$ cat config.mk
export PLATFORM = sky130hd
export DESIGN_NAME = debounced_digital_io_port
export DESIGN_NICKNAME = d
export VERILOG_FILES = /design/src/rtl/dio_pkg.sv /design/src/rtl/level_sync.sv /design/src/rtl/bounce_filter_line.sv /design/src/rtl/debounced_digital_io_port.sv
export VERILOG_INCLUDE_DIRS = /design/src /design/src/rtl
export SDC_FILE = /design/constraint.sdc
export NUM_CORES = 1
export LEC_CHECK = 0
export BUFFER_PORTS_ARGS = -buffer_cell sky130_fd_sc_hd__buf_2
export CORE_UTILIZATION = 40
export CTS_CLUSTER_SIZE = 25
export DETAILED_ROUTE_END_ITERATION = 10
export GPL_TIMING_DRIVEN = 0
export PLACE_DENSITY = 0.52
export SYNTH_ARGS = -nofsm -noshare
export SYNTH_HDL_FRONTEND = slang
export SYNTH_HIERARCHICAL = 1
export SYNTH_SLANG_ARGS = --single-unit
$ cat constraint.sdc
create_clock -name sys_clk -period 2.45 [get_ports sys_clk]
set_clock_uncertainty 0.1 [all_clocks]
set_input_delay 0.245 -clock sys_clk [delete_from_list [all_inputs] [get_ports sys_clk]]
set_output_delay 0.245 -clock sys_clk [all_outputs]
set_load 0.02 [all_outputs]
$ cat src/rtl/dio_defs.svh
`ifndef FRONT_LINE_DEFS_SVH
`define FRONT_LINE_DEFS_SVH

`define LINE_COUNT 14
`define ADDR_WIDTH 12
`define FILTER_WIDTH 16

`define LEVEL_STATUS_OFFSET 12'h354
`define FILTER_CONFIG_OFFSET 12'h358
`define DRIVE_VALUE_OFFSET 12'h35C
`define TX_ENABLE_OFFSET 12'h360

`define FILTER_RESET 16'h0000
`define LINE_RESET 14'h0000
`define ROUTE_FRONT 2'h3

`define CLK_PERIOD_NS 10
`define TICK_NS 50
`define TICK_CYCLES ((`TICK_NS + `CLK_PERIOD_NS - 1) / `CLK_PERIOD_NS)
`define TICK_LAST 3'(`TICK_CYCLES - 1)

`endif

$ cat src/rtl/dio_pkg.sv
`include "dio_defs.svh"
package front_line_pkg;
	typedef logic [`LINE_COUNT-1:0] line_vec_t;
	typedef logic [`FILTER_WIDTH-1:0] filter_t;

	typedef struct packed {
		logic write;
		logic read;
		logic [`ADDR_WIDTH-1:0] addr;
		logic [31:0] writeData;
	} reg_req_s;

	typedef struct packed {
		logic valid;
		logic [31:0] data;
	} reg_rsp_s;

	typedef struct packed {
		logic [1:0] clk1Route;
		logic [1:0] clk2Route;
		logic [1:0] trigRoute;
		logic convClk1;
		logic convClk2;
		logic frameTrig;
	} conv_route_s;
endpackage

$ cat src/rtl/level_sync.sv
`timescale 1ns/100ps
`include "dio_defs.svh"
module level_sync import front_line_pkg::*; (
	// Clock and reset
	input wire logic sys_clk,
	input wire logic reset,
	// Levels
	input wire line_vec_t asyncLevel,
	output line_vec_t syncLevel
);
	line_vec_t firstStage;
	line_vec_t next_firstStage;
	line_vec_t next_syncLevel;

	// First stage feeds only the second stage
	always_comb begin
		next_firstStage = asyncLevel;
		next_syncLevel = firstStage;
	end

	always_ff @(posedge sys_clk) begin
		if (reset) begin
			firstStage <= `LINE_RESET;
			syncLevel <= `LINE_RESET;
		end else begin
			firstStage <= next_firstStage;
			syncLevel <= next_syncLevel;
		end
	end
endmodule // level_sync

$ cat src/rtl/bounce_filter_line.sv
`timescale 1ns/100ps
`include "dio_defs.svh"
module bounce_filter_line import front_line_pkg::*; (
	// Clock and reset
	input wire logic sys_clk,
	input wire logic reset,
	// Filter
	input wire logic syncLevel,
	input wire filter_t filterCount,
	output logic filtered
);
	logic [2:0] subTick;
	filter_t ticks;
	logic next_filtered;
	logic [2:0] next_subTick;
	filter_t next_ticks;
	logic atThreshold;

	// Tick phase restarts whenever the level matches the filtered output, so the stable time is exact in cycles
	// Lowering the field mid-count must not leave a line waiting for the count to wrap
	assign atThreshold = (subTick == `TICK_LAST) && (ticks >= filterCount);

	always_comb begin
		next_filtered = filtered;
		next_subTick = 3'h0;
		next_ticks = 16'h0000;
		if (syncLevel != filtered) begin
			if (atThreshold) begin
				next_filtered = syncLevel;
			end else if (subTick == `TICK_LAST) begin
				next_ticks = ticks + 16'h0001;
			end else begin
				next_subTick = subTick + 3'h1;
				next_ticks = ticks;
			end
		end
	end

	always_ff @(posedge sys_clk) begin
		if (reset) begin
			filtered <= 1'b0;
			subTick <= 3'h0;
			ticks <= 16'h0000;
		end else begin
			filtered <= next_filtered;
			subTick <= next_subTick;
			ticks <= next_ticks;
		end
	end
endmodule // bounce_filter_line

$ cat src/rtl/debounced_digital_io_port.sv
`timescale 1ns/100ps
`include "dio_defs.svh"
module debounced_digital_io_port import front_line_pkg::*; (
	// Clock and reset
	input wire logic sys_clk,
	input wire logic reset,
	// Register access from the host link
	input wire reg_req_s regReq,
	output reg_rsp_s regRsp,
	// Conversion signals routed to lines 1, 3 and 5
	input wire conv_route_s convRoute,
	// Front panel lines
	input wire line_vec_t linePin,
	output line_vec_t lineDrive,
	output line_vec_t lineDriveEnable,
	// Debounced levels for internal logic
	output line_vec_t filteredLevel
);
	line_vec_t syncLevel;
	line_vec_t filteredWire;
	line_vec_t driveValue;
	line_vec_t txEnable;
	filter_t bounceFilterCount;
	line_vec_t next_driveValue;
	line_vec_t next_txEnable;
	filter_t next_bounceFilterCount;
	reg_rsp_s next_regRsp;
	line_vec_t next_lineDrive;
	line_vec_t next_lineDriveEnable;
	line_vec_t routeDrive;
	line_vec_t routeMask;

	level_sync pinSync (
		.sys_clk(sys_clk),
		.reset(reset),
		.asyncLevel(linePin),
		.syncLevel(syncLevel)
	);

	genvar lineIdx;
	generate
		for (lineIdx = 0; lineIdx < `LINE_COUNT; lineIdx++) begin : lineFilter
			bounce_filter_line filterUnit (
				.sys_clk(sys_clk),
				.reset(reset),
				.syncLevel(syncLevel[lineIdx]),
				.filterCount(bounceFilterCount),
				.filtered(filteredWire[lineIdx])
			);
		end
	endgenerate

	// Register writes; bits above each field are dropped
	always_comb begin
		next_driveValue = driveValue;
		next_txEnable = txEnable;
		next_bounceFilterCount = bounceFilterCount;
		if (regReq.write) begin
			if (regReq.addr == `FILTER_CONFIG_OFFSET) begin
				next_bounceFilterCount = regReq.writeData[`FILTER_WIDTH-1:0];
			end else if (regReq.addr == `DRIVE_VALUE_OFFSET) begin
				next_driveValue = regReq.writeData[`LINE_COUNT-1:0];
			end else if (regReq.addr == `TX_ENABLE_OFFSET) begin
				next_txEnable = regReq.writeData[`LINE_COUNT-1:0];
			end
		end
	end

	// Register reads; unmapped addresses answer zero
	always_comb begin
		next_regRsp.valid = regReq.read;
		next_regRsp.data = 32'h00000000;
		if (regReq.read) begin
			if (regReq.addr == `LEVEL_STATUS_OFFSET) begin
				next_regRsp.data = {18'h00000, syncLevel};
			end else if (regReq.addr == `FILTER_CONFIG_OFFSET) begin
				next_regRsp.data = {16'h0000, bounceFilterCount};
			end else if (regReq.addr == `DRIVE_VALUE_OFFSET) begin
				next_regRsp.data = {18'h00000, driveValue};
			end else if (regReq.addr == `TX_ENABLE_OFFSET) begin
				next_regRsp.data = {18'h00000, txEnable};
			end
		end
	end

	// Front route code on lines 1, 3 and 5 only; other codes leave the pin alone
	always_comb begin
		routeDrive = `LINE_RESET;
		routeMask = `LINE_RESET;
		routeDrive[0] = convRoute.convClk1;
		routeDrive[2] = convRoute.convClk2;
		routeDrive[4] = convRoute.frameTrig;
		routeMask[0] = (convRoute.clk1Route == `ROUTE_FRONT);
		routeMask[2] = (convRoute.clk2Route == `ROUTE_FRONT);
		routeMask[4] = (convRoute.trigRoute == `ROUTE_FRONT);
	end

	// Register value wins over a routed signal wherever the transmitter is enabled
	always_comb begin
		next_lineDriveEnable = txEnable | routeMask;
		next_lineDrive = (txEnable & driveValue) | (~txEnable & routeMask & routeDrive);
	end

	always_ff @(posedge sys_clk) begin
		if (reset) begin
			bounceFilterCount <= `FILTER_RESET;
			driveValue <= `LINE_RESET;
			txEnable <= `LINE_RESET;
			regRsp <= '0;
			lineDrive <= `LINE_RESET;
			lineDriveEnable <= `LINE_RESET;
			filteredLevel <= `LINE_RESET;
		end else begin
			bounceFilterCount <= next_bounceFilterCount;
			driveValue <= next_driveValue;
			txEnable <= next_txEnable;
			regRsp <= next_regRsp;
			lineDrive <= next_lineDrive;
			lineDriveEnable <= next_lineDriveEnable;
			filteredLevel <= filteredWire;
		end
	end
endmodule // debounced_digital_io_port

==> flow_summary.toml, run 1 <==
[synth]
ys_top_cells_by_area = "dfxtp_1, ha_1, xor2_1"
yosys_register_bits = 411
yosysWarnings = 6
syn_area_per_cell_sq_um = 9.16
yosysTopAreaCell = "dfxtp_1"
netlist_instances = 2564
ys_seq_area_share_pct = 35.0
synth_top_area_share_pct = 35.0
synth_cell_types = 50
syn_area_sq_um = 23500

[drt]
vias = 18000
wirelength_mm = 64.3
drc = 0
ant_nets = 0
dr.first_iter.drc_count = 926
vias_per_cell = 4.98
dr.pass1.iters = 5
wire_per_inst_um = 17.8

[pwr]
seq_power_share_pct = 46.1
power_density_nw_per_um2 = 528
p_leak_nw = 10.9
p_switching_mw = 3.24
power_mw = 14.6
switching_share_pct = 22.2
vdd_drop_max_mv = 0.453
internal_power_mw = 11.3
power_frac_comb_pct = 3.2
clkPwrFrac_pct = 50.7

[finish]
design_area_sq_um = 27600
syn_to_final_growth_pct = 17.5
num_antenna_cells = 0
final_cell_mix = "dfxtp_1, inv_1, ha_1"
final_common_cell = "dfxtp_1"
fin_util_pct = 47.7
fin_nets = 3153
drive_above_1_share_pct = 20.3

[timing]
slew_headroom_pct = 36.5
tightest_slew_ns = 0.952
fin_crit_ns = 2.31
finalHoldViolCount = 0
rsz0062_at_grt = "no"
fmax_mhz = 433
period_share_pct = 94.2
setup_viol_count_final = 0
maxSlewViolCount = 0

[setup_path]
max_stage_delay_ns = 0.40
crit_top_cell = "buf_12"
cp-end-kind = "flop"
crit_type = "reg2reg"
path_max_fanout = 10
crit_slowest_cell = "dfxtp_4"
cp.arrival_ns = 2.69
worst_setup_path_start_kind = "flop"
cp_data_required_time_ns = 2.83
worstPathCellList = "buf_12, inv_1, ha_1, nand4_1, nor4_4, o2111ai_2, nand4_4, buf_12, nor2_2"

[global_route]
busiest_layer = "met2"
met1_usage_pct = 28.7
grt_pass1_vias = 17900
met2_usage_pct = 36.1
grt_pass1_wl_mm = 100
grt-ovfl-total = 0
track_usage_pct = 21.7
antenna_found_initial = 0
grt_max_degree = 54
grtUsageMet3_pct = 3.14

[die]
die_y_um = 244
dieArea_sq_um = 59700
die_w_um = 244
core-area_sq_um = 57900
rows = 88
start_util_pct = 40.6
io_pins = 146

[place]
placed_cell_area_sq_um = 25100
hpwlAfterDp_mm = 44.0
port_buffers = 113
place_congestion = 0.855

[clock_tree]
path_clk_slew_ns = 0.06
htreeDepth = 2
cts_root_buffer = "clkbuf_16"
cts_buffers = 48
clk-insertion-delay-late_ns = 0.59
cts_tree = "yes"
cts_sinks = 411
cts_buffer_depth = 3

[run]
cap_viol_max_count = 0

[worst_hold_path]
holdCritPathClass = "in2reg"

[status]
status = "finished clean"
## metal layers
layer	part of all wire (%)	routed length [um]
met4	2.8	1770
met3	4.1	2650
met5	0	0
met2	46	29700
met1	47	30200
## through the flow
step	hold WS [ns]	instances	setup TNS [ns]	worst slack, ns
floorplan	0.273	2579	0	0.328
global placement	0.326	3457	-227.44	-1.48
detailed placement	0.333	3457	-180.03	-1.48
CTS	0.0148	3592	0	0.00206
global route	0.0450	3615	0	0.0198
finish	0.0525	3615	0	0.142
## cell usage after synthesis, drive strengths merged
library cell  number
nor4              29
nor2             325
xor2             141
inv              278
or2               14
a2bb2oi            1
and4bb             2
conb               1
and2              25
clkbuf            13
a211oi            14
nand2            225
mux2              14
buf               53
and2b              8
nor4b              4
nand3             88
nand2b            88
o21ai             42
and3b              1
o2111ai           14
and3              28
nor3              16
nor2b             50
xnor2             97
dfxtp            411
a32oi             14
and4              14
a21o              27
a22oi             27
a21oi             88
mux2i             61
nand4             85
ha               266
## worst paths after layout
check	startpoint	to	slack (ns)	cells after the start
setup / recovery	bounceFilterCount[13]	lineFilter[6].filterUnit/ticks[13]	0.14	9
hold reg to reg	lineFilter[7].filterUnit/subTick[0]	lineFilter[7].filterUnit/subTick[0]	0.34	1
hold / removal	regReq[35]	regRsp[1]	0.05	4
setup reg to reg	bounceFilterCount[13]	lineFilter[6].filterUnit/ticks[13]	0.14	9
## repair_timing
action,CTS,global route
hold endpoints to repair,62,0
setup endpoints to repair,269,161
hold buffers,42,0
pin swaps,3,0
buffers inserted,9,23
gates resized for setup,24,13
## worst max-delay path, delay by kind of cell (launching register included)
kind / cells / cell delay, ns
compound gates: 1 / 0.21
fa+ha+maj: 1 / 0.30
buf+inv: 3 / 0.37
flops: 1 / 0.40
simple gates: 4 / 0.79
## power by group through the flow
stage / combinational [mW] / sequential [mW] / clock (mW)
4_1_cts: 0.465 / 6.73 / 7.60
3_3_place_gp: 0.409 / 6.89 / 0
2_1_floorplan: 0.235 / 6.88 / 0
3_5_place_dp: 0.412 / 6.89 / 0
6_report: 0.462 / 6.72 / 7.39
5_1_grt: 0.495 / 6.72 / 7.89
## area by class of cell
cell class	count	area, sq um
fill	5498	30300
multi-input combinational	1824	13700
sequential	411	8290
clock buffer	70	1470
timing repair buffer	187	1410
inverter	278	1040
tap	765	957
buffer	66	594
clock inverter	14	160
## registers in the layout (all words and copies together) (netlist names)
signal                          count
driveValue                         14
regRsp                             17
lineFilter.filterUnit/filtered     14
bounceFilterCount                  16
filteredLevel                      14
lineDrive                          14
lineFilter.filterUnit/subTick      42
lineFilter.filterUnit/ticks       224
pinSync/syncLevel                  14
pinSync/firstStage                 14
txEnable                           14
lineDriveEnable                    14
## cells by family after synthesis
family / Yosys count / synth area share [%]
and+or+nand+nor: 1002 / 24.7
DFF: 411 / 35.0
buffers and inverters: 344 / 6.95
adders and majority gates: 266 / 14.2
xor gates and xnor gates: 238 / 8.87
AOI/OAI and AO/OA: 227 / 7.06
muxes: 75 / 3.27
other: 1 / 0.0160
No activity file was read; power rests on OpenSTA's default activity.
==> inputs of run 2 (changes only) <==
CORE_ASPECT_RATIO = 1.75   (was unset)
==> run 2 against run 1 <==
Effect of this change:
- largest cell class unchanged
- via count increased by 0.15%
- critical endpoint is now filteredLevel[6]
- hold slack got worse by 0.011 ns
- sequential cell count unchanged
- clock power decreased by 5.5%
- fmax decreased by 3.0%
- global-route usage increased by 0.56 points
- register-to-register slack got worse by 0.04 ns
- largest power group unchanged
==> flow_summary.toml, run 2 (same netlist as run 1, synthesis figures left out) <==
[clock_tree]
clk-insertion-delay-late_ns = 0.57
cts_buffer_depth = 3
cts_sinks = 411
cts_root_buffer = "clkbuf_16"
cts_tree = "yes"
path_clk_slew_ns = 0.07
htreeDepth = 2
cts_buffers = 42

[drt]
wire_per_inst_um = 18.1
dr.pass1.iters = 5
wirelength_mm = 65.5
drc = 0
vias_per_cell = 4.99
dr.first_iter.drc_count = 798
vias = 18000
ant_nets = 0

[timing]
period_share_pct = 97.2
holdWs_ns = 0.0416
setup_slack_ns = 0.0697
finalHoldViolCount = 0
fmax_mhz = 420
fin_crit_ns = 2.38
tns_ns = 0
tightest_slew_ns = 0.782
setup_viol_count_final = 0
maxSlewViolCount = 0
rsz0062_at_grt = "no"
slew_headroom_pct = 47.9

[finish]
fin_nets = 3143
design_area_sq_um = 27500
final_common_cell = "dfxtp_1"
final_cell_mix = "dfxtp_1, inv_1, ha_1"
largest_reg_flops = 224
reg.largest.list = "lineFilter.filterUnit/ticks (224), lineFilter.filterUnit/subTick (42), regRsp (17)"
drive_above_1_share_pct = 19.8
regMostFlops = "lineFilter.filterUnit/ticks"
syn_to_final_growth_pct = 17.0

[setup_path]
cp.arrival_ns = 2.67
crit_slowest_cell = "clkbuf_1"
crit_path_end = "filteredLevel[6]"
cp-end-kind = "flop"
worst-path-buf-inv = 4
crit_type = "in2reg"
worstSetupPathDepth = 5
max_stage_delay_ns = 0.59
path_max_fanout = 53
reg2reg_from = "bounceFilterCount[10]"
worstPathCellList = "buf_4, clkbuf_1, clkbuf_1, clkbuf_2, nor2b_1"
startpoint = "reset"
cp_data_required_time_ns = 2.74
worst_setup_path_start_kind = "input port"
crit_top_cell = "clkbuf_1"
reg2regPathDepth = 9
reg2reg_slack_ns = 0.10
rr_endpoint = "lineFilter[2].filterUnit/ticks[11]"
crit_family = "buffers and inverters"

[global_route]
grt_pass1_wl_mm = 101
antenna_found_initial = 1
grt_max_degree = 54
grt_pass1_vias = 18100
grt-ovfl-total = 0
track_usage_pct = 22.3

[place]
placed_cell_area_sq_um = 25100
dp_slack_ns = -1.43
port_buffers = 113
hpwlAfterDp_mm = 46.8
place_congestion = 0.871

[run]
cap_viol_max_count = 0

[pwr]
power_mw = 14.2
vdd_drop_max_mv = 0.521
p_leak_nw = 10.8
power_density_nw_per_um2 = 515

[die]
io_pins = 146
start_util_pct = 40.4
die_w_um = 185
dieArea_sq_um = 59800
rows = 117
core-area_sq_um = 58100
die_y_um = 323

[status]
status = "finished clean"

[worst_hold_path]
holdCritPathClass = "in2reg"
hold_depth = 4
hold_start = "regReq[32]"
run 2: cell types whose count changed in the layout (fill, tap and decap cells not counted), moves of 2 or more:
cell | before | now
buf_12 | 26 | 30
buf_4 | 36 | 25
buf_8 | 0 | 2
bufinv_16 | 3 | 6
clkbuf_1 | 13 | 15
clkbuf_16 | 50 | 45
clkbuf_8 | 16 | 5
clkinv_2 | 6 | 9
dlygate4sd3_1 | 42 | 44
run 2: final cells by class:
class	instances	area [sq um]
repair buffers	183	1430
flip-flops and latches	411	8290
fillers	5620	30600
clock inverters	19	258
inverters	278	1040
plain buffers	66	593
diodes	1	2.50
clock buffers	56	1220
well taps	773	967
multi-input cells	1824	13700
run 2: power breakdown:
part	internal [mW]	switching, mW
Combinational	0.202	0.256
Clock	4.13	2.85
Sequential	6.69	0.0228
Total	11.0	3.13
run 2: worst min-delay path by stage:
stage / end / slack (ns)
2_1_floorplan: pinSync/firstStage[10] / 0.27
3_3_place_gp: pinSync/syncLevel[5] / 0.32
3_5_place_dp: pinSync/syncLevel[4] / 0.32
4_1_cts: bounceFilterCount[4] / 0.02
5_1_grt: regRsp[1] / 0.05
6_report: bounceFilterCount[4] / 0.04
run 2: routing by layer:
metal | routed length [um] | track usage, % | share of wire, % | vias to the layer above
met3 | 2350 | 2.95 | 3.6 | 140
met4 | 3410 | 11.9 | 5.2 | 0
li1 | - | - | - | 8995
met2 | 33200 | 40.5 | 51 | 374
met5 | 0 | 0 | 0 | -
met1 | 26500 | 24.9 | 41 | 8527
run 2: timing repair:
item / in CTS / in global routing
buffers inserted: 12 / 14
setup endpoints to repair: 268 / 135
hold buffers: 44 / 0
endpoints found under the hold margin: 70 / 0
resized for setup: 29 / 5
gates cloned: 0 / 0
pin swaps: 0 / 4
run 2: worst min-delay path: cells and delay by family:
family                 cells  cell delay [ns]
AND/OR/NAND/NOR            2             0.23
buffers and inverters      1             0.10
multiplexers               1             0.09
run 2: metrics by stage:
step           utilization [%]  cells
6_report                  47.3   3611
5_1_grt                   47.3   3610
4_1_cts                   46.9   3596
3_5_place_dp              43.2   3465
3_3_place_gp              43.2   3465
2_1_floorplan                -   2579
